File: config.mk
export PLATFORM = sky130hd
export DESIGN_NAME = uf_fifo_gate
export DESIGN_NICKNAME = d
export VERILOG_FILES = /design/src/uf_pkg.sv /design/src/uf_fifo_gate.sv
export VERILOG_INCLUDE_DIRS = /design/src
export SDC_FILE = /design/constraint.sdc
export NUM_CORES = 1
export LEC_CHECK = 0
export BUFFER_PORTS_ARGS = -buffer_cell sky130_fd_sc_hd__buf_2
export CAP_MARGIN = 5
export CORE_MARGIN = 2
export CORE_UTILIZATION = 59
export CTS_CLUSTER_SIZE = 10
export DETAILED_ROUTE_END_ITERATION = 12
export PLACE_DENSITY = 0.75
export SETUP_SLACK_MARGIN = 0.3
export SLEW_MARGIN = 20
export SYNTH_ARGS = -nofsm -noshare
export SYNTH_HDL_FRONTEND = slang
export SYNTH_SLANG_ARGS = --single-unit
File: constraint.sdc
create_clock -name i_clk_sys -period 5.7 [get_ports i_clk_sys]
set_input_delay 0.57 -clock i_clk_sys [delete_from_list [all_inputs] [get_ports i_clk_sys]]
set_output_delay 0.57 -clock i_clk_sys [all_outputs]
set_load 0.005 [all_outputs]
File: src/uf_regs.svh
// Register offsets, field positions, reset values and timing counts
//------------------------------------------------------------------
//------------------------------------------------------------------
`ifndef UF_REGS_SVH
`define UF_REGS_SVH

// Register offsets on the host register port
`define UF_OFS_HOLD 4'h0
`define UF_OFS_FCTL 4'h2
`define UF_OFS_LFMT 4'h3
`define UF_OFS_MODEM 4'h4

// Field positions
`define UF_LFMT_DLE 7
`define UF_EFR_ENH 4
`define UF_MODEM_B2 2
`define UF_LFMT_ENH_KEY 8'hbf

// Reset values
`define UF_FCTL_RST 8'h00
`define UF_LFMT_RST 8'h00
`define UF_EFR_RST 8'h00
`define UF_MODEM_RST 8'h00

// Trigger levels (receive in characters, transmit in spaces)
`define UF_RXT_0 8
`define UF_RXT_1 16
`define UF_RXT_2 56
`define UF_RXT_3 60
`define UF_TXT_0 8
`define UF_TXT_1 16
`define UF_TXT_2 32
`define UF_TXT_3 56

// FIFO clear time in crystal periods; the crystal runs as i_clk_sys
`define UF_CLR_XTAL_PERIODS 2
`define UF_CLR_CYCLES (`UF_CLR_XTAL_PERIODS * 1)

`endif

File: src/uf_pkg.sv
// Types shared by the FIFO and register gating block
package uf_pkg;

  // FIFO control register layout
  typedef struct packed {
    logic [1:0] rx_trig;
    logic [1:0] tx_trig;
    logic rsvd;
    logic tx_clr;
    logic rx_clr;
    logic fifo_en;
  } uf_fctl_t;

  // Which register groups the host may reach
  typedef struct packed {
    logic general;
    logic second;
    logic special;
    logic enhanced;
  } uf_access_t;

  typedef enum logic [1:0] {
    UF_RX_IDLE = 2'b00,
    UF_RX_DATA = 2'b01,
    UF_RX_STOP = 2'b10
  } uf_rx_st_t;

  typedef enum logic [1:0] {
    UF_TX_IDLE = 2'b00,
    UF_TX_START = 2'b01,
    UF_TX_DATA = 2'b10,
    UF_TX_STOP = 2'b11
  } uf_tx_st_t;

endpackage

File: src/uf_fifo_gate.sv
// UART holding FIFOs, FIFO control register and register group gating
`include "uf_regs.svh"

module uf_fifo_gate import uf_pkg::*; #(
  parameter int DEPTH = 64,
  parameter int WIDTH = 8
) (
  input wire logic i_clk_sys,
  input wire logic i_sys_rst,
  input wire logic i_ce,
  input wire logic [3:0] i_reg_addr,
  input wire logic i_reg_wr,
  input wire logic i_reg_rd,
  input wire logic [7:0] i_reg_wdata,
  output logic [7:0] o_reg_rdata,
  input wire logic i_bit_tick,
  input wire logic i_rx,
  output logic o_tx,
  output uf_access_t o_access,
  output logic o_rx_trig,
  output logic o_tx_trig,
  output logic o_rx_clr_busy,
  output logic o_tx_clr_busy
);

  localparam int AW = $clog2(DEPTH);
  localparam int CW = AW + 1;
  localparam logic [CW-1:0] DEPTH_C = CW'(DEPTH);
  localparam logic [1:0] CLR_C = 2'(`UF_CLR_CYCLES);

  // Trigger level 60 and pointer wrap need a power of two of 64 or more
  if (DEPTH < 64 || (1 << AW) != DEPTH || WIDTH != 8) begin : g_bad_cfg
    $error("uf_fifo_gate: DEPTH must be a power of two >= 64, WIDTH 8");
  end

  //----------------------------------------------------------------
  // Control registers
  //----------------------------------------------------------------
  uf_fctl_t fctl;
  logic [7:0] lfmt;
  logic [7:0] enhanced_feature_control;
  logic [7:0] modem;
  logic [1:0] rx_clr_cnt;
  logic [1:0] tx_clr_cnt;

  wire enh_en = enhanced_feature_control[`UF_EFR_ENH];
  wire dle = lfmt[`UF_LFMT_DLE];
  wire is_key = (lfmt == `UF_LFMT_ENH_KEY);

  // Group visibility follows the format, modem and enhanced control values
  // general group gate
  assign o_access.general = !dle;
  assign o_access.second = modem[`UF_MODEM_B2] && enh_en;
  assign o_access.special = dle && !is_key;
  assign o_access.enhanced = is_key;

  // Address decode; the selects are gated by the format value, every write and read strobe is qualified by clock enable
  wire sel_hold = (i_reg_addr == `UF_OFS_HOLD) && o_access.general;
  wire sel_efr = (i_reg_addr == `UF_OFS_FCTL) && is_key;
  wire sel_fctl = (i_reg_addr == `UF_OFS_FCTL) && !is_key && !dle;
  wire sel_modem = (i_reg_addr == `UF_OFS_MODEM) && !dle;
  wire wr_fctl = i_ce && i_reg_wr && sel_fctl;
  wire wr_efr = i_ce && i_reg_wr && sel_efr;
  wire wr_lfmt = i_ce && i_reg_wr && (i_reg_addr == `UF_OFS_LFMT);
  wire wr_modem = i_ce && i_reg_wr && sel_modem;
  wire wr_thr = i_ce && i_reg_wr && sel_hold;
  wire rd_rhr = i_ce && i_reg_rd && sel_hold;

  // Enhanced-only bits keep their value unless enhanced enable is set
  // transmit trigger guard
  wire [1:0] next_tx_trig = enh_en ? i_reg_wdata[5:4] : fctl.tx_trig;
  wire next_mb2 = enh_en ? i_reg_wdata[`UF_MODEM_B2] : modem[`UF_MODEM_B2];

  // Control register storage; the two clear bits are not stored
  always_ff @(posedge i_clk_sys) begin
    if (i_sys_rst) begin
      fctl <= `UF_FCTL_RST;
      lfmt <= `UF_LFMT_RST;
      enhanced_feature_control <= `UF_EFR_RST;
      modem <= `UF_MODEM_RST;
    end else begin
      if (wr_fctl) begin
        fctl <= {i_reg_wdata[7:6], next_tx_trig, 3'b000, i_reg_wdata[0]};
      end
      if (wr_lfmt) begin
        lfmt <= i_reg_wdata;
      end
      if (wr_efr) begin
        enhanced_feature_control <= i_reg_wdata;
      end
      if (wr_modem) begin
        modem <= {i_reg_wdata[7:3], next_mb2, i_reg_wdata[1:0]};
      end
    end
  end

  // Clear sequencers hold each FIFO empty for the full clear time
  // two crystal cycles
  always_ff @(posedge i_clk_sys) begin
    if (i_sys_rst) begin
      rx_clr_cnt <= 2'h0;
      tx_clr_cnt <= 2'h0;
    end else if (i_ce) begin
      if (wr_fctl && i_reg_wdata[1]) begin
        rx_clr_cnt <= CLR_C;
      end else if (rx_clr_cnt != 2'h0) begin
        rx_clr_cnt <= rx_clr_cnt - 2'h1;
      end
      if (wr_fctl && i_reg_wdata[2]) begin
        tx_clr_cnt <= CLR_C;
      end else if (tx_clr_cnt != 2'h0) begin
        tx_clr_cnt <= tx_clr_cnt - 2'h1;
      end
    end
  end
  assign o_rx_clr_busy = (rx_clr_cnt != 2'h0);
  assign o_tx_clr_busy = (tx_clr_cnt != 2'h0);

  //----------------------------------------------------------------
  // Receive shifter and FIFO
  //----------------------------------------------------------------
  uf_rx_st_t rx_st;
  logic [7:0] receive_shift_register;
  logic [2:0] rx_bit;
  logic [7:0] rx_mem [DEPTH];
  logic [AW-1:0] rx_wp;
  logic [AW-1:0] rx_rp;
  logic [CW-1:0] rx_cnt;

  // A disabled FIFO behaves as a single entry at location zero
  wire [CW-1:0] cap = fctl.fifo_en ? DEPTH_C : CW'(1);
  wire rx_done = i_ce && i_bit_tick && (rx_st == UF_RX_STOP) && i_rx;
  wire rx_push = rx_done && (rx_cnt < cap) && !o_rx_clr_busy;
  wire rx_pop = rd_rhr && (rx_cnt != '0) && !o_rx_clr_busy;

  // Receive shifter; the FIFO clear never touches it
  // deserialize on RX
  always_ff @(posedge i_clk_sys) begin
    if (i_sys_rst) begin
      rx_st <= UF_RX_IDLE;
      receive_shift_register <= 8'h00;
      rx_bit <= 3'h0;
    end else if (i_ce && i_bit_tick) begin
      unique case (rx_st)
        UF_RX_IDLE: begin
          if (!i_rx) begin
            rx_st <= UF_RX_DATA;
            rx_bit <= 3'h0;
          end
        end
        UF_RX_DATA: begin
          receive_shift_register <= {i_rx, receive_shift_register[7:1]};
          rx_bit <= rx_bit + 3'h1;
          if (rx_bit == 3'h7) begin
            rx_st <= UF_RX_STOP;
          end
        end
        UF_RX_STOP: begin
          rx_st <= UF_RX_IDLE;
        end
        default: begin
          rx_st <= UF_RX_IDLE;
        end
      endcase
    end
  end

  // Receive FIFO pointers and count
  // entry zero when disabled
  always_ff @(posedge i_clk_sys) begin
    // Parking a disabled, empty FIFO must not swallow the arriving char
    if (i_sys_rst || (i_ce && !fctl.fifo_en && rx_cnt == '0 &&
        !rx_push)) begin
      rx_wp <= '0;
      rx_rp <= '0;
      rx_cnt <= '0;
    end else if (i_ce) begin
      if (o_rx_clr_busy) begin
        rx_wp <= '0;
        rx_rp <= '0;
        rx_cnt <= '0;
      end else begin
        if (rx_push) begin
          rx_wp <= fctl.fifo_en ? rx_wp + AW'(1) : '0;
          rx_mem[rx_wp] <= receive_shift_register;
        end
        if (rx_pop) begin
          rx_rp <= fctl.fifo_en ? rx_rp + AW'(1) : '0;
        end
        rx_cnt <= rx_cnt + CW'(rx_push) - CW'(rx_pop);
      end
    end
  end

  // Receive trigger level decode
  // receive trigger select
  wire [CW-1:0] rx_lvl = (fctl.rx_trig == 2'b00) ? CW'(`UF_RXT_0) :
                         (fctl.rx_trig == 2'b01) ? CW'(`UF_RXT_1) :
                         (fctl.rx_trig == 2'b10) ? CW'(`UF_RXT_2) :
                                                   CW'(`UF_RXT_3);
  assign o_rx_trig = (rx_cnt >= rx_lvl);

  //----------------------------------------------------------------
  // Transmit FIFO and shifter
  //----------------------------------------------------------------
  uf_tx_st_t tx_st;
  logic [7:0] transmit_shift_register;
  logic [2:0] tx_bit;
  logic [7:0] tx_mem [DEPTH];
  logic [AW-1:0] tx_wp;
  logic [AW-1:0] tx_rp;
  logic [CW-1:0] tx_cnt;

  wire tx_push = wr_thr && (tx_cnt < cap) && !o_tx_clr_busy;
  wire tx_load = i_ce && (tx_st == UF_TX_IDLE) && (tx_cnt != '0) &&
                 !o_tx_clr_busy;

  // Transmit FIFO pointers and count
  // excess writes dropped
  always_ff @(posedge i_clk_sys) begin
    if (i_sys_rst) begin
      tx_wp <= '0;
      tx_rp <= '0;
      tx_cnt <= '0;
    end else if (i_ce) begin
      if (o_tx_clr_busy || (!fctl.fifo_en && tx_cnt == '0 && !tx_push)) begin
        tx_wp <= '0;
        tx_rp <= '0;
        tx_cnt <= '0;
      end else begin
        if (tx_push) begin
          tx_wp <= fctl.fifo_en ? tx_wp + AW'(1) : '0;
          tx_mem[tx_wp] <= i_reg_wdata;
        end
        if (tx_load) begin
          tx_rp <= fctl.fifo_en ? tx_rp + AW'(1) : '0;
        end
        tx_cnt <= tx_cnt + CW'(tx_push) - CW'(tx_load);
      end
    end
  end

  // Transmit shifter: start bit, eight data bits LSB first, stop bit
  // serialize onto TX
  always_ff @(posedge i_clk_sys) begin
    if (i_sys_rst) begin
      tx_st <= UF_TX_IDLE;
      transmit_shift_register <= 8'h00;
      tx_bit <= 3'h0;
      o_tx <= 1'b1;
    end else if (tx_load) begin
      transmit_shift_register <= tx_mem[tx_rp];
      tx_st <= UF_TX_START;
    end else if (i_ce && i_bit_tick) begin
      unique case (tx_st)
        UF_TX_IDLE: o_tx <= 1'b1;
        UF_TX_START: begin
          o_tx <= 1'b0;
          tx_bit <= 3'h0;
          tx_st <= UF_TX_DATA;
        end
        UF_TX_DATA: begin
          o_tx <= transmit_shift_register[0];
          transmit_shift_register <= {1'b0, transmit_shift_register[7:1]};
          tx_bit <= tx_bit + 3'h1;
          if (tx_bit == 3'h7) begin
            tx_st <= UF_TX_STOP;
          end
        end
        UF_TX_STOP: begin
          o_tx <= 1'b1;
          tx_st <= UF_TX_IDLE;
        end
      endcase
    end
  end

  // Transmit trigger counts free spaces; without enhanced enable it
  // falls back to the lowest level
  // transmit trigger select
  wire [1:0] tx_sel = enh_en ? fctl.tx_trig : 2'b00;
  wire [CW-1:0] tx_lvl = (tx_sel == 2'b00) ? CW'(`UF_TXT_0) :
                         (tx_sel == 2'b01) ? CW'(`UF_TXT_1) :
                         (tx_sel == 2'b10) ? CW'(`UF_TXT_2) :
                                             CW'(`UF_TXT_3);
  assign o_tx_trig = ((DEPTH_C - tx_cnt) >= tx_lvl);

  //----------------------------------------------------------------
  // Read data
  //----------------------------------------------------------------
  // FIFO control reads back as zero since it cannot be read
  // write-only control
  wire [7:0] next_rdata = sel_hold ? rx_mem[rx_rp] :
                          sel_efr ? enhanced_feature_control :
                          (i_reg_addr == `UF_OFS_LFMT) ? lfmt :
                          sel_modem ? modem : 8'h00;

  // Read data appears one cycle after the read strobe
  always_ff @(posedge i_clk_sys) begin
    if (i_sys_rst) begin
      o_reg_rdata <= 8'h00;
    end else if (i_ce && i_reg_rd) begin
      o_reg_rdata <= next_rdata;
    end
  end

  //----------------------------------------------------------------
  // Assertions
  //----------------------------------------------------------------
  property p_gen_gate;
    @(posedge i_clk_sys) disable iff (i_sys_rst)
      wr_lfmt |=> (o_access.general == !$past(i_reg_wdata[7]));
  endproperty
  a_gen_gate: assert property (p_gen_gate)
    else $error("general group gate wrong after format write");

  property p_enh_guard;
    @(posedge i_clk_sys) disable iff (i_sys_rst)
      (wr_fctl && !enh_en) |=> $stable(fctl.tx_trig);
  endproperty
  a_enh_guard: assert property (p_enh_guard)
    else $error("transmit trigger changed without enhanced enable");

  property p_rx_clr;
    @(posedge i_clk_sys) disable iff (i_sys_rst || !i_ce)
      (wr_fctl && i_reg_wdata[1]) |=> o_rx_clr_busy [*2] ##1
      (!o_rx_clr_busy && rx_cnt == '0);
  endproperty
  a_rx_clr: assert property (p_rx_clr)
    else $error("receive clear did not last two cycles and empty");

  property p_tx_clr;
    @(posedge i_clk_sys) disable iff (i_sys_rst || !i_ce)
      (wr_fctl && i_reg_wdata[2]) |=> ##1 (tx_cnt == '0) ##1
      !o_tx_clr_busy;
  endproperty
  a_tx_clr: assert property (p_tx_clr)
    else $error("transmit clear did not empty and release");

  property p_special;
    @(posedge i_clk_sys) disable iff (i_sys_rst)
      o_access.special |-> (lfmt[7] && lfmt != 8'hbf);
  endproperty
  a_special: assert property (p_special)
    else $error("special set open in wrong format");

  property p_enh_set;
    @(posedge i_clk_sys) disable iff (i_sys_rst)
      (wr_efr || (i_ce && i_reg_wr && i_reg_addr == `UF_OFS_FCTL &&
      o_access.enhanced)) |-> (lfmt == 8'hbf);
  endproperty
  a_enh_set: assert property (p_enh_set)
    else $error("enhanced registers reached without key value");

  property p_second;
    @(posedge i_clk_sys) disable iff (i_sys_rst)
      o_access.second |-> (modem[2] && enhanced_feature_control[4]);
  endproperty
  a_second: assert property (p_second)
    else $error("second group open without both enables");

  property p_overflow;
    @(posedge i_clk_sys) disable iff (i_sys_rst)
      (wr_thr && tx_cnt == cap && !tx_load && !o_tx_clr_busy) |=>
      $stable(tx_cnt);
  endproperty
  a_overflow: assert property (p_overflow)
    else $error("full transmit FIFO accepted a byte");

  property p_rx_single;
    @(posedge i_clk_sys) disable iff (i_sys_rst)
      !fctl.fifo_en |=> (rx_cnt <= CW'(1));
  endproperty
  a_rx_single: assert property (p_rx_single)
    else $error("disabled receive FIFO holds more than one entry");

  property p_fctl_rd;
    @(posedge i_clk_sys) disable iff (i_sys_rst)
      (i_ce && i_reg_rd && sel_fctl) |=> (o_reg_rdata == 8'h00);
  endproperty
  a_fctl_rd: assert property (p_fctl_rd)
    else $error("FIFO control value visible on read");

  property p_rx_trig;
    @(posedge i_clk_sys) disable iff (i_sys_rst)
      (fctl.rx_trig == 2'b11) |-> (o_rx_trig == (rx_cnt >= CW'(60)));
  endproperty
  a_rx_trig: assert property (p_rx_trig)
    else $error("receive trigger at 60 mismatched");

  c_rx_full: cover property (@(posedge i_clk_sys) rx_cnt == DEPTH_C);
  c_tx_send: cover property (@(posedge i_clk_sys) tx_load ##[1:200]
    (tx_st == UF_TX_STOP));
  c_clr_both: cover property (@(posedge i_clk_sys)
    o_rx_clr_busy && o_tx_clr_busy);

endmodule

==> results of run 1 <==
[synth_stat cells (5+ instances only)]
cell	number	area share, %
nand3_1	33	0.36
nand2b_1	10	0.14
edfxtp_1	1024	67
o22ai_1	14	0.19
inv_1	42	0.34
a211oi_1	7	0.11
a311oi_1	7	0.13
dfxtp_1	118	5.2
nand3b_1	18	0.30
or3b_2	5	0.096
nand2_1	115	0.94
xor2_1	9	0.17
a31oi_1	10	0.14
a22oi_1	24	0.39
buf_2	45	0.49
o21ai_0	39	0.43
o21bai_1	8	0.13
a21oi_1	78	0.85
nor3_1	28	0.31
or2_1	6	0.082
o2111ai_1	9	0.17
mux4_2	267	13
buf_1	22	0.18
or3_1	9	0.12
buf_4	13	0.21
xnor2_1	13	0.25
a21boi_0	5	0.082
mux2i_1	103	2.3
and2_1	7	0.096
and3_1	5	0.068
clkbuf_1	50	0.41
mux2_2	9	0.22
ha_1	49	1.3
nor2_1	211	1.7
nor2b_1	21	0.29
nand4_1	10	0.14
[path summary, 6_finish.rpt]
| kind | endpoint | slack [ps] | depth (start not counted) |
|---|---|---|---|
| max | tx_mem[61][5]$_DFFE_PP_ | 1640 | 8 |
| min | receive_shift_register[7]$_SDFFE_PP0P_ | 80 | 3 |
| max reg2reg | tx_mem[61][5]$_DFFE_PP_ | 1640 | 8 |
| min reg2reg | receive_shift_register[3]$_SDFFE_PP0P_ | 470 | 2 |
[layout make-up]
type	count	area [sq um]	area share, %
flip-flops and latches	1142	33150	64.95
multi-input cells	1197	11920	23.35
clock buffers	183	3526	6.909
well taps	1040	1301	2.550
repair buffers	79	555.5	1.089
clock inverters	18	415.4	0.8140
inverters	45	171.4	0.3359
[sequential cells by signal, indices dropped and copies added, names as in the netlist, named ones only]
register / flops
enhanced_feature_control: 8
fctl: 5
lfmt: 8
modem: 8
o_reg_rdata: 8
o_tx: 1
receive_shift_register: 8
rx_bit: 3
rx_clr_cnt: 2
rx_cnt: 7
rx_mem: 512
rx_rp: 6
rx_st: 2
rx_wp: 6
transmit_shift_register: 8
tx_bit: 3
tx_clr_cnt: 2
tx_cnt: 7
tx_mem: 512
tx_rp: 6
tx_st: 2
tx_wp: 6
[worst register-to-register path, cell delays in order (launching register included)]
cell,delay (ps)
dfxtp_1,520
inv_1,220
ha_1,240
or3_1,360
a211oi_2,310
inv_2,180
nor3b_2,310
nand3b_1,650
nor2_1,860
[power by group]
group | switching [mW] | internal [mW]
Clock | 3.35 | 4.37
Sequential | 0.00908 | 9.06
Combinational | 0.151 | 0.0344
[layer usage]
metal	wire length, um	share of wire, %	global-route usage [%]	vias to the layer above
li1	-	-	-	10180
met1	41620	39	38.64	12680
met2	51170	48	42.80	1428
met3	10720	10	6.583	203
met4	2824	2.7	8.235	0
met5	0	0	0	-
[cell families (layout without fill, tap and decap cells)]
group | count (synthesis) | in the layout | synth area share (%)
xor gates and xnor gates | 22 | 22 | 0.4207
buffers and inverters | 176 | 325 | 1.694
DFF | 1142 | 1142 | 72.29
muxes | 379 | 379 | 15.60
AOI/OAI and AO/OA | 241 | 241 | 3.423
adders and majority gates | 51 | 51 | 1.426
and+or+nand+nor | 504 | 504 | 5.152
==> reports/qor.txt, run 1 <==
Synth cell types -> 75
CTS tree -> built
Fin. Hold Viols -> 0
syn_nets -> 2585
Routed Antenna Nets -> 0
die area -> 0.07988 sq mm
htree depth -> 4
CTS buffer count -> 133
post-DP HPWL -> 63800 um
Setup crit end kind -> flip-flop
Area Growth Syn to Fin -> 11.41%
initial antenna violation count -> 0
CP startpoint -> fctl[0]$_SDFFE_PP0P_
EDFF count, synth -> 1024
fin crit period -> 4057 ps
Via Count -> 24480
critical path class -> reg2reg
PortBufs -> 35
final hold slack -> 84.10 ps
Setup Skew -> 55.71 ps
site row count -> 102
GP Congestion -> 0.8632
post-route DRC violation count -> 0
wire per inst -> 28.70 um
FFs w/ async S/R, synth -> 0%
sequential share of the synthesized area -> 72.29%
Critical Path Max Stage Delay -> 850 ps
fraction of layout cells with a size suffix above 1 -> 20.38%
Worst Max-Slew Pin Slew -> 1108 ps
fill cell count -> 4898
crit path max fanout -> 8
Ys Warns -> 0
required time worst endpoint -> 6040 ps
clock root buffer -> clkbuf_16
Power per Cell Area -> 332.5 mW/mm^2
Hold Path Class -> in2reg
routed vias/inst -> 6.610
CTS resizes -> 0
Synth Instances -> 2515
CTS max path bufs -> 3
vias in the first global route -> 24340
Nets -> 2668
Clk Latency, worst-skew pair -> 740 ps
first-pass GRT wire length -> 159000 um
Top Family by Delay on Critical Path -> simple AND/OR/NAND/NOR gates
n_diodes -> 0
Crit-path slowest cell -> nor2_1
post-CTS setup buffers -> 0
startpoint type of the worst setup path -> flip-flop
largest net degree at the start of global routing -> 95
Inst Count DP -> 3503
Placement Cell Area -> 0.04709 sq mm
Pre-antenna DRT Iters -> 6
final worst slack -> 1643 ps
post-synthesis area per instance -> 18.21 sq um
max cap viols -> 0
Place WS -> 1528 ps
final cell count without fillers -> 3704
clock slew at reported path FFs -> 60 ps
top_reg_cell synth -> edfxtp_1
worst-path cell chain -> inv_1 > ha_1 > or3_1 > a211oi_2 > inv_2 > nor3b_2 > nand3b_1 > nor2_1
CP Buf/Inv Count -> 2
f_max -> 0.2465 GHz
Fin Setup TNS -> 0 ps
Global Route Usage Sum -> 27.31%
grt ovf -> 0
hold_sp -> i_rx
most frequent cells in the layout -> edfxtp_1, mux4_2, nor2_1
Finished Core Util -> 66.10%
most common cell after layout, fill and taps aside -> edfxtp_1
Core Box Area -> 0.07721 sq mm
final instance area -> 0.05103 sq mm
I/O pin count -> 36
Worst VDD drop -> 0.3867 mV
Initial Util -> 59.33%
register bit total from synthesis -> 1142
Power Total -> 16.97 mW
unrepaired setup endpoints after global routing -> false
Max Slew Vio Count -> 0
max_slew headroom -> 25.36%
Final Cycle Share -> 71.18%
outcome -> finished, final reports clean
die span in y -> 282.6 um
Iter 0 DRT Violations -> 2984
synthesized area -> 0.04581 sq mm
clk sinks -> 1142
Final setup viols -> 0
die width -> 282.6 um
# hold bufs at CTS -> 0
Leak -> 15.54 nW
reg-to-reg startpoint -> fctl[0]$_SDFFE_PP0P_
final wirelength -> 106300 um
Critical Path AT -> 4400 ps
Note: power is estimated with default switching activity, not from simulation.
==> run 2: changes to the inputs <==
--- a/config.mk
+++ b/config.mk
@@ -9,10 +9,10 @@
 export BUFFER_PORTS_ARGS = -buffer_cell sky130_fd_sc_hd__buf_2
 export CAP_MARGIN = 5
 export CORE_MARGIN = 2
-export CORE_UTILIZATION = 59
+export CORE_UTILIZATION = 57
 export CTS_CLUSTER_SIZE = 10
 export DETAILED_ROUTE_END_ITERATION = 12
-export PLACE_DENSITY = 0.75
+export PLACE_DENSITY = 0.76
 export SETUP_SLACK_MARGIN = 0.3
 export SLEW_MARGIN = 20
 export SYNTH_ARGS = -nofsm -noshare
==> constraint.sdc (replaced) <==
create_clock -name i_clk_sys -period 3.65 [get_ports i_clk_sys]
set_input_delay 0.365 -clock i_clk_sys [delete_from_list [all_inputs] [get_ports i_clk_sys]]
set_output_delay 0.365 -clock i_clk_sys [all_outputs]
set_load 0.005 [all_outputs]
==> run 2 against run 1 <==
- utilization grew 0.42 points
- non-clock buffer count grew 187
- cell count grew 5.0%
- setup slack lost 1300 ps
- maximum frequency grew 24%
- critical path type unchanged
==> reports/qor.txt, run 2 (synthesis results as in run 1) <==
Global Route Usage Sum -> 26.38% (-0.93 points)
Clk Latency, worst-skew pair -> 740 ps (about the same)
CTS tree -> built
Power per Cell Area -> 501.7 mW/mm^2 (+51%)
Power Total -> 26.45 mW (+56%)
most common cell after layout, fill and taps aside -> edfxtp_1
reg2reg setup slack -> 390 ps (-1250 ps)
die area -> 0.08264 sq mm (+3.5%)
Core Box Area -> 0.07926 sq mm (+2.6%)
Worst Max-Slew Pin Slew -> 1121 ps (+13.26 ps)
Nets -> 2856 (+7.0%)
fin crit period -> 3260 ps (-797.7 ps)
routed vias/inst -> 6.491 (-1.8%)
I/O pin count -> 36 (unchanged)
max_slew headroom -> 25.26% (-0.10 points)
outcome -> finished, final reports clean
initial antenna violation count -> 1 (+1)
Setup crit end kind -> flip-flop
wire per inst -> 27.75 um (-3.3%)
crit path max fanout -> 5 (-3)
multi-input logic area -> 0.01208 sq mm (+1.4%)
n_diodes -> 0 (unchanged)
Pre-antenna DRT Iters -> 6 (unchanged)
vias in the first global route -> 25420 (+4.4%)
Final setup viols -> 0 (unchanged)
CTS max path bufs -> 3 (unchanged)
PortBufs -> 35 (unchanged)
worst-path cell chain -> inv_4 > ha_4 > nor3b_4 > o211ai_1 > a21oi_2 > nand2_1 > ha_1 > inv_1 > ha_2 > inv_2 > fa_2 > o21bai_4 > a21oi_4 > o21bai_1 > a21oi_1 > xnor2_1 > or3_1 > a31oi_1
most frequent cells in the layout -> edfxtp_1, mux4_2, buf_4
final hold slack -> 107.5 ps (+23.38 ps)
htree depth -> 4 (unchanged)
Fin. Hold Viols -> 0 (unchanged)
CTS buffer count -> 134 (+0.75%)
grt ovf -> 0 (unchanged)
Worst setup endpoint -> rx_cnt[6]$_SDFFE_PP0P_
unrepaired setup endpoints after global routing -> true
Finished Core Util -> 66.52% (+0.42 points)
Iter 0 DRT Violations -> 3496 (+17%)
post-route DRC violation count -> 0 (unchanged)
site row count -> 103 (+0.98%)
die width -> 287.5 um (+1.7%)
Fin Setup TNS -> 0 ps (unchanged)
Hold Path Class -> in2reg
CP startpoint -> rx_cnt[1]$_SDFFE_PP0P_
first-pass GRT wire length -> 160000 um (+0.66%)
Critical Path Max Stage Delay -> 370 ps (-480 ps)
critical path class -> reg2reg
Routed Antenna Nets -> 0 (unchanged)
Leak -> 16.59 nW (+6.8%)
final worst slack -> 390.2 ps (-1252 ps)
clock slew at reported path FFs -> 60 ps (about the same)
GP Congestion -> 0.9213 (+6.7%)
Via Count -> 25260 (+3.2%)
die span in y -> 287.5 um (+1.7%)
reg-to-reg startpoint -> rx_cnt[1]$_SDFFE_PP0P_
Setup Skew -> 52.41 ps (-3.292 ps)
Initial Util -> 57.79% (-1.5 points)
Area Growth Syn to Fin -> 15.09%
largest net degree at the start of global routing -> 69 (-27%)
fraction of layout cells with a size suffix above 1 -> 27.24% (+6.9 points)
Worst VDD drop -> 0.6035 mV (+56%)
clk sinks -> 1142 (unchanged)
Max Slew Vio Count -> 0 (unchanged)
post-DP HPWL -> 66920 um (+4.9%)
FF/Latch Area -> 0.03317 sq mm (about the same)
f_max -> 0.3068 GHz (+24%)
fill cell count -> 4938 (+0.82%)
Critical Path AT -> 3920 ps (-480 ps)
leading registers by flop count -> rx_mem x512, tx_mem x512
Worst R2R End -> rx_cnt[6]$_SDFFE_PP0P_
final wirelength -> 108000 um (+1.6%)
r2r worst-path depth -> 18 (+10)
max cap viols -> 0 (unchanged)
required time worst endpoint -> 4310 ps (-1730 ps)
Crit-path slowest cell -> dfxtp_4
Final Cycle Share -> 89.31% (+18 points)
startpoint type of the worst setup path -> flip-flop
clock root buffer -> clkbuf_16
Place WS -> 115.8 ps (-1412 ps)
## run 2: how the worst min path moves through the flow
stage / startpoint / end / slack (ps) / depth (start not counted)
after global routing: i_sys_rst / fctl[6]$_SDFFE_PP0P_ / 80 / 2
after detailed placement: tx_bit[2]$_SDFFE_PP0P_ / tx_bit[2]$_SDFFE_PP0P_ / 450 / 2
after CTS: i_sys_rst / fctl[6]$_SDFFE_PP0P_ / 70 / 2
after floorplan: o_reg_rdata[3]$_SDFFE_PP0P_ / o_reg_rdata[3]$_SDFFE_PP0P_ / 430 / 2
after global placement: tx_bit[1]$_SDFFE_PP0P_ / tx_bit[1]$_SDFFE_PP0P_ / 440 / 2
final: i_sys_rst / fctl[6]$_SDFFE_PP0P_ / 110 / 2
## run 2: what timing repair did
action / in CTS / in global routing
hold endpoints to repair: 1 / 0
resized for setup: 11 / 55
hold buffers: 1 / 0
pin swaps: 3 / 25
endpoints found under the setup margin: 2 / 18
setup buffers: 2 / 21
## run 2: where the power goes
group,internal (mW),switching (mW),leakage [nW]
sequential,14.1,0.0120,10.3
combinational,0.0667,0.237,4.47
clock,6.82,5.17,1.87
total,21.0,5.42,16.6
## run 2: cell type report
class	instances	share of cell area, %
timing repair buffer	266	3.887
clock inverter	20	0.7784
inverter	45	0.3631
sequential	1142	62.92
tap	1050	2.492
multi-input combinational	1197	22.92
clock buffer	171	6.643
## run 2: worst max-delay path: cells and delay by family (launching register included)
family	cells	cell delay, ps
fa+ha+maj	4	970
compound gates	7	920
simple gates	3	610
flops	1	370
buf+inv	3	170
xor+xnor	1	140
## run 2: metrics by stage
stage          area [sq um]  cells
2_1_floorplan         45810   2515
3_3_place_gp          48400   3676
3_5_place_dp          48410   3676
4_1_cts               52370   3870
5_1_grt               52720   3891
6_report              52720   3891
## run 2: routing by layer
layer	GRT usage (%)	vias to the layer above	share of wire, %
li1	-	10550	-
met1	35.62	13000	38
met2	42.50	1506	49
met3	7.060	197	10
met4	8.073	0	2.7
met5	0	-	0
